===== config.mk =====
export PLATFORM = sky130hd
export DESIGN_NAME = sgt_scan_guard_timer
export DESIGN_NICKNAME = d
export VERILOG_FILES = /design/src/rtl/sgt_pkg.sv /design/src/rtl/sgt_scan_guard_timer.sv
export SDC_FILE = /design/constraint.sdc
export NUM_CORES = 1
export LEC_CHECK = 0
export BUFFER_PORTS_ARGS = -buffer_cell sky130_fd_sc_hd__buf_2
export CAP_MARGIN = 20
export CORE_ASPECT_RATIO = 0.5
export CORE_MARGIN = 3
export CORE_UTILIZATION = 62
export DETAILED_ROUTE_END_ITERATION = 10
export GPL_TIMING_DRIVEN = 0
export PLACE_DENSITY = 0.81
export SYNTH_ARGS = -nofsm -noshare
export SYNTH_HDL_FRONTEND = slang
export SYNTH_SLANG_ARGS = --single-unit

===== constraint.sdc =====
create_clock -name clk -period 5.2 [get_ports clk]
set_input_delay 0.52 -clock clk [delete_from_list [all_inputs] [get_ports clk]]
set_output_delay 0.52 -clock clk [all_outputs]
set_load 0.02 [all_outputs]

===== src/rtl/sgt_pkg.sv =====
package sgt_pkg;

  // Clock and time base
  localparam int unsigned CLK_HZ        = 200_000_000;
  localparam int unsigned TICK_MS       = 10;
  localparam int unsigned TICK_CYCLES   = CLK_HZ / 1000 * TICK_MS;
  localparam int unsigned TICK_W        = 21;

  // Timeout count N, in ticks of TICK_MS
  localparam int unsigned N_W           = 7;
  localparam logic [6:0]  N_MIN         = 7'h05;
  localparam logic [6:0]  N_MAX         = 7'h78;
  // Default period 0.25 s
  localparam int unsigned DEFAULT_MS    = 250;
  localparam logic [6:0]  N_DEFAULT     = 7'(DEFAULT_MS / TICK_MS);

  typedef enum logic [1:0] {
    SGT_RUN     = 2'b01,
    SGT_EXPIRED = 2'b10
  } sgt_state_t;

  // Command group from the processor
  typedef struct packed {
    logic       set_level;   // Level-acting load variant
    logic       set_edge;    // Rising-edge load variant
    logic [6:0] timeout_n;
    logic       kick;        // Retrigger pulse
  } sgt_cmd_t;

endpackage : sgt_pkg


===== src/rtl/sgt_scan_guard_timer.sv =====
`timescale 1ns/1ps

// How it works
// - Set command loads timeout as N times 10ms
// - Quarter second timeout after reset
// - Programmed timeout holds until reprogrammed
// - Counter runs in hardware on own clock
// - Retrigger clears elapsed count, restarts counting
// - Count reaching timeout shuts controller down
// - Expiry forces all I/O off
module sgt_scan_guard_timer #(
  // Tick length is open so a bench can shorten the time base
  parameter int unsigned TICK_LEN = sgt_pkg::TICK_CYCLES
) (
  input  wire logic            clk,
  input  wire logic            rst,
  input  wire sgt_pkg::sgt_cmd_t cmd,
  output logic [6:0]           timeout_n_active,
  output logic                 shutdown,
  output logic                 io_off
);

  ////////////////////////////////////////////////////////////////////////////
  // State

  sgt_pkg::sgt_state_t state;
  sgt_pkg::sgt_state_t next_state;
  logic [20:0]         tick_cnt;
  logic [20:0]         next_tick_cnt;
  logic [6:0]          elapsed;
  logic [6:0]          next_elapsed;
  logic [6:0]          timeout_n;
  logic [6:0]          next_timeout_n;
  logic                set_edge_q;
  logic                next_set_edge_q;
  logic                tick;
  logic                load;

  // Out-of-range N is ignored so a bad value cannot disable the guard
  function automatic logic n_valid(input logic [6:0] n);
    n_valid = (n >= sgt_pkg::N_MIN) && (n <= sgt_pkg::N_MAX);
  endfunction : n_valid

  ////////////////////////////////////////////////////////////////////////////
  // Next-state logic

  always_comb begin
    tick = (tick_cnt == 21'(TICK_LEN - 1));
    load = (cmd.set_level || (cmd.set_edge && !set_edge_q))
           && n_valid(cmd.timeout_n);
    next_set_edge_q = cmd.set_edge;
    next_timeout_n  = load ? cmd.timeout_n : timeout_n;
    next_state      = state;
    next_tick_cnt   = tick ? 21'h00_0000 : tick_cnt + 21'h00_0001;
    next_elapsed    = elapsed;
    unique case (state)
      sgt_pkg::SGT_RUN: begin
        if (cmd.kick) begin
          // Tick phase restarts too, so the full period is always granted
          next_elapsed  = 7'h00;
          next_tick_cnt = 21'h00_0000;
        end else if (tick) begin
          next_elapsed = elapsed + 7'h01;
          if (elapsed + 7'h01 >= timeout_n) begin
            next_state = sgt_pkg::SGT_EXPIRED;
          end
        end
      end
      sgt_pkg::SGT_EXPIRED: begin
        next_state    = sgt_pkg::SGT_EXPIRED;
        next_tick_cnt = 21'h00_0000;
      end
      default: begin
        next_state = sgt_pkg::SGT_EXPIRED;
      end
    endcase
  end

  always_ff @(posedge clk or posedge rst) begin
    if (rst) begin
      state      <= sgt_pkg::SGT_RUN;
      tick_cnt   <= 21'h00_0000;
      elapsed    <= 7'h00;
      timeout_n  <= sgt_pkg::N_DEFAULT;
      set_edge_q <= 1'b0;
    end else begin
      state      <= next_state;
      tick_cnt   <= next_tick_cnt;
      elapsed    <= next_elapsed;
      timeout_n  <= next_timeout_n;
      set_edge_q <= next_set_edge_q;
    end
  end

  ////////////////////////////////////////////////////////////////////////////
  // Registered outputs

  always_ff @(posedge clk or posedge rst) begin
    if (rst) begin
      shutdown         <= 1'b0;
      io_off           <= 1'b0;
      timeout_n_active <= sgt_pkg::N_DEFAULT;
    end else begin
      shutdown         <= (next_state == sgt_pkg::SGT_EXPIRED);
      io_off           <= (next_state == sgt_pkg::SGT_EXPIRED);
      timeout_n_active <= next_timeout_n;
    end
  end

  ////////////////////////////////////////////////////////////////////////////
  // Checks

  property p_default_timeout;
    @(posedge clk) $fell(rst) |-> timeout_n == sgt_pkg::N_DEFAULT;
  endproperty
  a_default_timeout: assert property (p_default_timeout)
    else $error("Default timeout not 25 ticks");

  property p_load_level;
    @(posedge clk) disable iff (rst)
      cmd.set_level && n_valid(cmd.timeout_n)
      |=> timeout_n == $past(cmd.timeout_n);
  endproperty
  a_load_level: assert property (p_load_level)
    else $error("Level set did not load timeout");

  property p_hold_timeout;
    @(posedge clk) disable iff (rst)
      !load |=> $stable(timeout_n);
  endproperty
  a_hold_timeout: assert property (p_hold_timeout)
    else $error("Timeout changed without a set");

  property p_kick_clears;
    @(posedge clk) disable iff (rst)
      cmd.kick && state == sgt_pkg::SGT_RUN
      |=> elapsed == 7'h00 && tick_cnt == 21'h00_0000;
  endproperty
  a_kick_clears: assert property (p_kick_clears)
    else $error("Kick did not clear count");

  property p_tick_counts;
    @(posedge clk) disable iff (rst)
      state == sgt_pkg::SGT_RUN && !cmd.kick && !tick
      |=> tick_cnt == $past(tick_cnt) + 21'h00_0001;
  endproperty
  a_tick_counts: assert property (p_tick_counts)
    else $error("Time base stalled");

  property p_expire;
    @(posedge clk) disable iff (rst)
      state == sgt_pkg::SGT_RUN && tick && !cmd.kick
      && elapsed + 7'h01 >= timeout_n
      |=> shutdown && io_off;
  endproperty
  a_expire: assert property (p_expire)
    else $error("Timeout reached without shutdown");

  property p_io_with_shutdown;
    @(posedge clk) disable iff (rst) io_off == shutdown;
  endproperty
  a_io_with_shutdown: assert property (p_io_with_shutdown)
    else $error("I/O off disagrees with shutdown");

  property p_latched;
    @(posedge clk) disable iff (rst) shutdown |=> shutdown [*4];
  endproperty
  a_latched: assert property (p_latched)
    else $error("Shutdown released before reset");

  property p_no_early;
    @(posedge clk) disable iff (rst)
      $rose(shutdown) |-> $past(elapsed) + 7'h01 >= $past(timeout_n);
  endproperty
  a_no_early: assert property (p_no_early)
    else $error("Shutdown before timeout");

  property p_edge_load;
    @(posedge clk) disable iff (rst)
      cmd.set_edge && !set_edge_q && n_valid(cmd.timeout_n)
      |=> timeout_n == $past(cmd.timeout_n);
  endproperty
  a_edge_load: assert property (p_edge_load)
    else $error("Edge set did not load timeout");

  // A bad count must never replace a good one
  property p_reject_bad_n;
    @(posedge clk) disable iff (rst)
      !n_valid(cmd.timeout_n) |=> $stable(timeout_n);
  endproperty
  a_reject_bad_n: assert property (p_reject_bad_n)
    else $error("Out-of-range count was loaded");

  property p_active_follows;
    @(posedge clk) disable iff (rst)
      load |=> timeout_n_active == $past(cmd.timeout_n);
  endproperty
  a_active_follows: assert property (p_active_follows)
    else $error("Active timeout did not follow set");

  property p_elapsed_hold;
    @(posedge clk) disable iff (rst)
      state == sgt_pkg::SGT_RUN && !cmd.kick && !tick
      |=> $stable(elapsed);
  endproperty
  a_elapsed_hold: assert property (p_elapsed_hold)
    else $error("Elapsed count moved between ticks");

  property p_elapsed_step;
    @(posedge clk) disable iff (rst)
      state == sgt_pkg::SGT_RUN && !cmd.kick && tick
      |=> elapsed == $past(elapsed) + 7'h01;
  endproperty
  a_elapsed_step: assert property (p_elapsed_step)
    else $error("Elapsed count missed a tick");

  property p_tick_wrap;
    @(posedge clk) disable iff (rst)
      tick |=> tick_cnt == 21'h00_0000;
  endproperty
  a_tick_wrap: assert property (p_tick_wrap)
    else $error("Time base did not wrap");

  property p_stay_expired;
    @(posedge clk) disable iff (rst)
      state == sgt_pkg::SGT_EXPIRED |=> state == sgt_pkg::SGT_EXPIRED;
  endproperty
  a_stay_expired: assert property (p_stay_expired)
    else $error("Expired state left before reset");

  // Kicks after expiry must not touch anything
  property p_kick_after_expiry;
    @(posedge clk) disable iff (rst)
      shutdown && cmd.kick
      |=> shutdown && io_off && elapsed == $past(elapsed);
  endproperty
  a_kick_after_expiry: assert property (p_kick_after_expiry)
    else $error("Kick acted after expiry");

endmodule : sgt_scan_guard_timer


# After elaboration in Yosys (flattened, before gate mapping)
# Cells that the tools add are included.
# word_totals
inputBits,12
mem_bits_ro,0
mem_count,0
mem_bits_rw,0
output_inout_bits,9
latch_bits,0
wordCells,31
regBits,39
# op_classes
div,0
muxes,9
n_shift,0
n_addsub,2
mul,0
bitwise_logic,0
reduce_logical,7
order_cmp,3
eq_ne,4
# ops
op,count
$mux W21,2
$pmux W21 S2,1
$add A21 B1 Y21 const B,1
$eq A21 B21 Y1 const B,1
$mux W7,2
$mux W2,4
$add A7 B1 Y7 const B,1
$ge A7 B3 Y1 const B,1
$ge A7 B7 Y1,1
$le A7 B7 Y1 const B,1
$eq A2 B2 Y1 const B,2
$logic_and A1 B1 Y1,3
$eq A2 B1 Y1 const B,1
$reduce_and A2 Y1,1
$reduce_bool A2 Y1,1
$logic_not A1 Y1,1
$logic_or A1 B1 Y1,1

# Logic depth before layout (Yosys ltp)
# logic_depth
depth_word,7
ltp_mapped,9

# Least setup slack after synthesis
# Ideal clock, no wire load.
# synth_timing
kind,flip-flop to flip-flop
startpoint,reg tick_cnt[8]
endpoint,reg tick_cnt[11]
period_less_slack_ns,2.169
setup_time_ns,0.119
t_arrival_ns,2.050
required_ns,5.081
path_stages_with_launch,8
path_slack_ns,3.031
cell_sequence,dfrtp_1 -> or4b_1 -> or4_4 -> nor4_4 -> or2_1 -> buf_6 -> buf_8 -> nor2_1
# synth_between
elab_chain_len,4
word_cells_on_any_way,5
# synth_lines
item,line,source
from (decl),sgt_scan_guard_timer.sv:28,logic [20:0] tick_cnt;
from (signal assigned),sgt_scan_guard_timer.sv:88,tick_cnt <= next_tick_cnt;
$add A21 B1 Y21 / $eq A21 B21 Y1 (equally long branches),"sgt_scan_guard_timer.sv:54, sgt_scan_guard_timer.sv:48",
$mux W21 *,sgt_scan_guard_timer.sv:54,next_tick_cnt = tick ? 21'h00_0000 : tick_cnt + 21'h00_0001;
$mux W21,sgt_scan_guard_timer.sv:58,if (cmd.kick) begin
$pmux W21 S2 *,sgt_scan_guard_timer.sv:56,unique case (state)
net next_tick_cnt[11],sgt_scan_guard_timer.sv:29,logic [20:0] next_tick_cnt;
# The timed path passes the listed nets; every way through them passes the cells marked *.
# A chain may end at the register's enable or synchronous reset.

# Worst setup path in the final report
# layout_timing
startpoint,reg tick_cnt[8]
endpoint,reg elapsed[1]
# layout_between
elab_chain_len,3
# layout_lines
item,line,source
$eq A21 B21 Y1,sgt_scan_guard_timer.sv:48,tick = (tick_cnt == 21'(TICK_LEN - 1));
$reduce_bool A2 Y1 (no source line),n/a,
$reduce_and A2 Y1 (no source line),n/a,
to (signal assigned),sgt_scan_guard_timer.sv:89,elapsed <= next_elapsed;
to (decl),sgt_scan_guard_timer.sv:30,logic [6:0] elapsed;
# Every way passes these cells.

==> impl_metrics.json <==
{
  "vias": 1551,
  "wl_per_cell_microns": 13.4,
  "clock_latency_ps": 290,
  "finalSetupViolations": 0,
  "yosysSeqAreaShare_pct": 47.4,
  "seqPwrFrac_pct": 53.8,
  "power.density_nw_per_um2": 253,
  "grt_pass1_wl_mm": 6.49,
  "dp.cells": 269,
  "start_kind": "flop",
  "grtUsageMet2_pct": 37.3,
  "post-route-util_pct": 74.9,
  "cts_inserted_buffers": 5,
  "p_sw_mw": 0.137,
  "critPathKind": "flop to flop",
  "arrival_ps": 2620,
  "clock_sinks": 39,
  "grt_max_degree": 40,
  "hold_path_class": "input pin to flop",
  "drt-total-wl_mm": 3.71,
  "finalWorstSetupSlack_ps": 2750,
  "busiest_layer": "met2",
  "core-area_sq_um": 3100,
  "layout_common_cells": "35 x dfrtp_1, 29 x nor2_1, 20 x buf_2, 16 x nand2_1, 16 x xnor2_1",
  "rsz0062_at_grt": "false",
  "grt.total_usage_pct": 21.0,
  "syn_inst": 209,
  "endpoint_kind": "flop",
  "pwr-share-clk_pct": 38.0,
  "instances_no_fill": 277,
  "htree_levels": 2,
  "relSlewSlack_pct": 47.4,
  "synth_async_sr_flop_share_pct": 100,
  "drc": 0,
  "layout_min_cycle_time_ps": 2450,
  "cts_tree": "built",
  "timing.fmax_mhz": 409,
  "die_y_microns": 46.9,
  "worstPathMaxFanout": 6,
  "avgSynthCellArea_sq_um": 9.91,
  "synthDistinctLibCells": 40,
  "first_global_vias": 1483,
  "setup_tns_ps": 0,
  "p_int_mw": 0.450,
  "die-area_sq_um": 4110,
  "die_x_microns": 87.7,
  "area_growth_pct": 12.1,
  "ant_nets": 0,
  "io_pins": 21,
  "synth_edf_count": 0,
  "area.sequential_sq_um": 981,
  "drv_cap": 0,
  "yosysWarnings": 0,
  "drive_gt1_share_pct": 19.0,
  "portBuffers": 20,
  "antenna_found_initial": 0,
  "worst_slew_pin_slew_ps": 788,
  "multi_input_area_sq_um": 981,
  "slew_violations": 0,
  "sw_frac_of_total_pct": 23.3,
  "final_nets": 258,
  "cts_setup_buffers": 0,
  "grt_use_met3_pct": 6.48,
  "hpwl_mm": 2.69,
  "first_pass_iters": 5,
  "status": "completed",
  "initial_core_util_pct": 66.8,
  "combPwrFrac_pct": 8.3,
  "antenna_cells": 0,
  "ff2ff_setup_slack_ps": 2750,
  "power_mw": 0.587,
  "postCtsHoldBufs": 0,
  "ys_ff_latch": 39,
  "ir_worst_vdd_mv": 0.152,
  "final_common_cell": "dfrtp_1",
  "row_count": 14,
  "ctsRootBufferMaster": "clkbuf_8",
  "syn_nets": 231,
  "crit_required_ps": 5380,
  "cts_resized": 0,
  "fill_cells": 224,
  "mappedNetlistArea_sq_um": 2070,
  "drtIter0Drc": 70,
  "power_leakage_nw": 1.01,
  "period_share_pct": 47.0,
  "synth_ff_type": "dfrtp_1",
  "fin_worst_skew_ps": 7.40,
  "clk_path_buf_depth": 2,
  "met1_usage_pct": 25.4,
  "avgViaCountPerCell": 5.60,
  "pre_cts_ws_ps": 2800,
  "clk_pin_slew_ps": 70,
  "grt_overflow": 0,
  "gp_congestion": 0.836,
  "hold_viol_final": 0
}
==> critical path: stages, from the launching register on <==
cell and delay [ps]:
dfrtp_1 450, or4b_1 510, or4_4 450, nor4_1 380, o21ai_0 280, a32o_1 280
==> metal layers <==
metal	wire length, microns	vias up
met2	1680	42
met1	1780	726
met3	198	9
met4	55	0
li1	-	774
met5	0	-
==> path summary, 6_finish.rpt <==
path	start	to	cells after the start
setup / recovery	tick_cnt[8]	elapsed[1]	5
hold / removal	cmd[8]	set_edge_q	1
setup reg to reg	tick_cnt[8]	elapsed[1]	5
hold reg to reg	state[1]	state[1]	2
max in group asynchronous	rst	tick_cnt[12]	2
min in group asynchronous	rst	elapsed[6]	2
==> state kept, by name, summed over array words and instances, names as in the netlist <==
name / count
elapsed: 7
tick_cnt: 21
state: 2
io_off: 1
timeout_n_active: 7
set_edge_q: 1
==> synthesized netlist by cell type, types with 3 or more instances <==
cell | number | share of area [%]
nand4_1 | 4 | 1.2
dfrtp_1 | 35 | 42
o211ai_1 | 3 | 1.1
nand2_1 | 16 | 2.9
inv_1 | 15 | 2.7
nor3_1 | 6 | 1.5
xnor2_1 | 16 | 6.8
a21oi_1 | 4 | 0.97
dfstp_2 | 4 | 5.1
and3_1 | 3 | 0.91
o21ai_0 | 9 | 2.2
ha_1 | 10 | 6.0
a32o_1 | 4 | 1.9
nor2_1 | 29 | 5.3
nand3_1 | 13 | 3.1
xor2_1 | 8 | 3.4
==> final cells by class <==
type / count / share of cell area, %
inverters: 15 / 2.43
clock buffers: 8 / 4.31
flip-flops and latches: 39 / 42.3
multi-input cells: 149 / 42.3
well taps: 40 / 2.16
plain buffers: 6 / 2.26
repair buffers: 20 / 4.31
==> kinds of logic (layout without fill, tap and decap cells) <==
logic type	Yosys count	count (layout)	synth area share, %
xor gates and xnor gates	24	24	10.2
and+or+nand+nor	89	89	22.2
AOI/OAI and AO/OA	25	25	8.40
adders and majority gates	10	10	6.04
muxes	1	1	0.544
DFF	39	39	47.4
buffers and inverters	21	49	5.26
==> stage by stage <==
| stage | cell area [sq um] | hold slack [ps] |
|---|---|---|
| floorplan | 2070 | 439 |
| global placement | 2220 | 453 |
| detailed placement | 2220 | 466 |
| CTS | 2320 | 349 |
| global route | 2320 | 345 |
| finish | 2320 | 352 |
==> power by group through the flow <==
| stage | combinational, mW | sequential, mW | clock [mW] |
|---|---|---|---|
| floorplan | 0.0229 | 0.330 | 0 |
| detailed placement | 0.0498 | 0.321 | 0 |
| global route | 0.0559 | 0.316 | 0.243 |
| finish | 0.0485 | 0.316 | 0.223 |
| global placement | 0.0480 | 0.321 | 0 |
| CTS | 0.0498 | 0.316 | 0.227 |
Note: power is estimated with default switching activity, not from simulation.
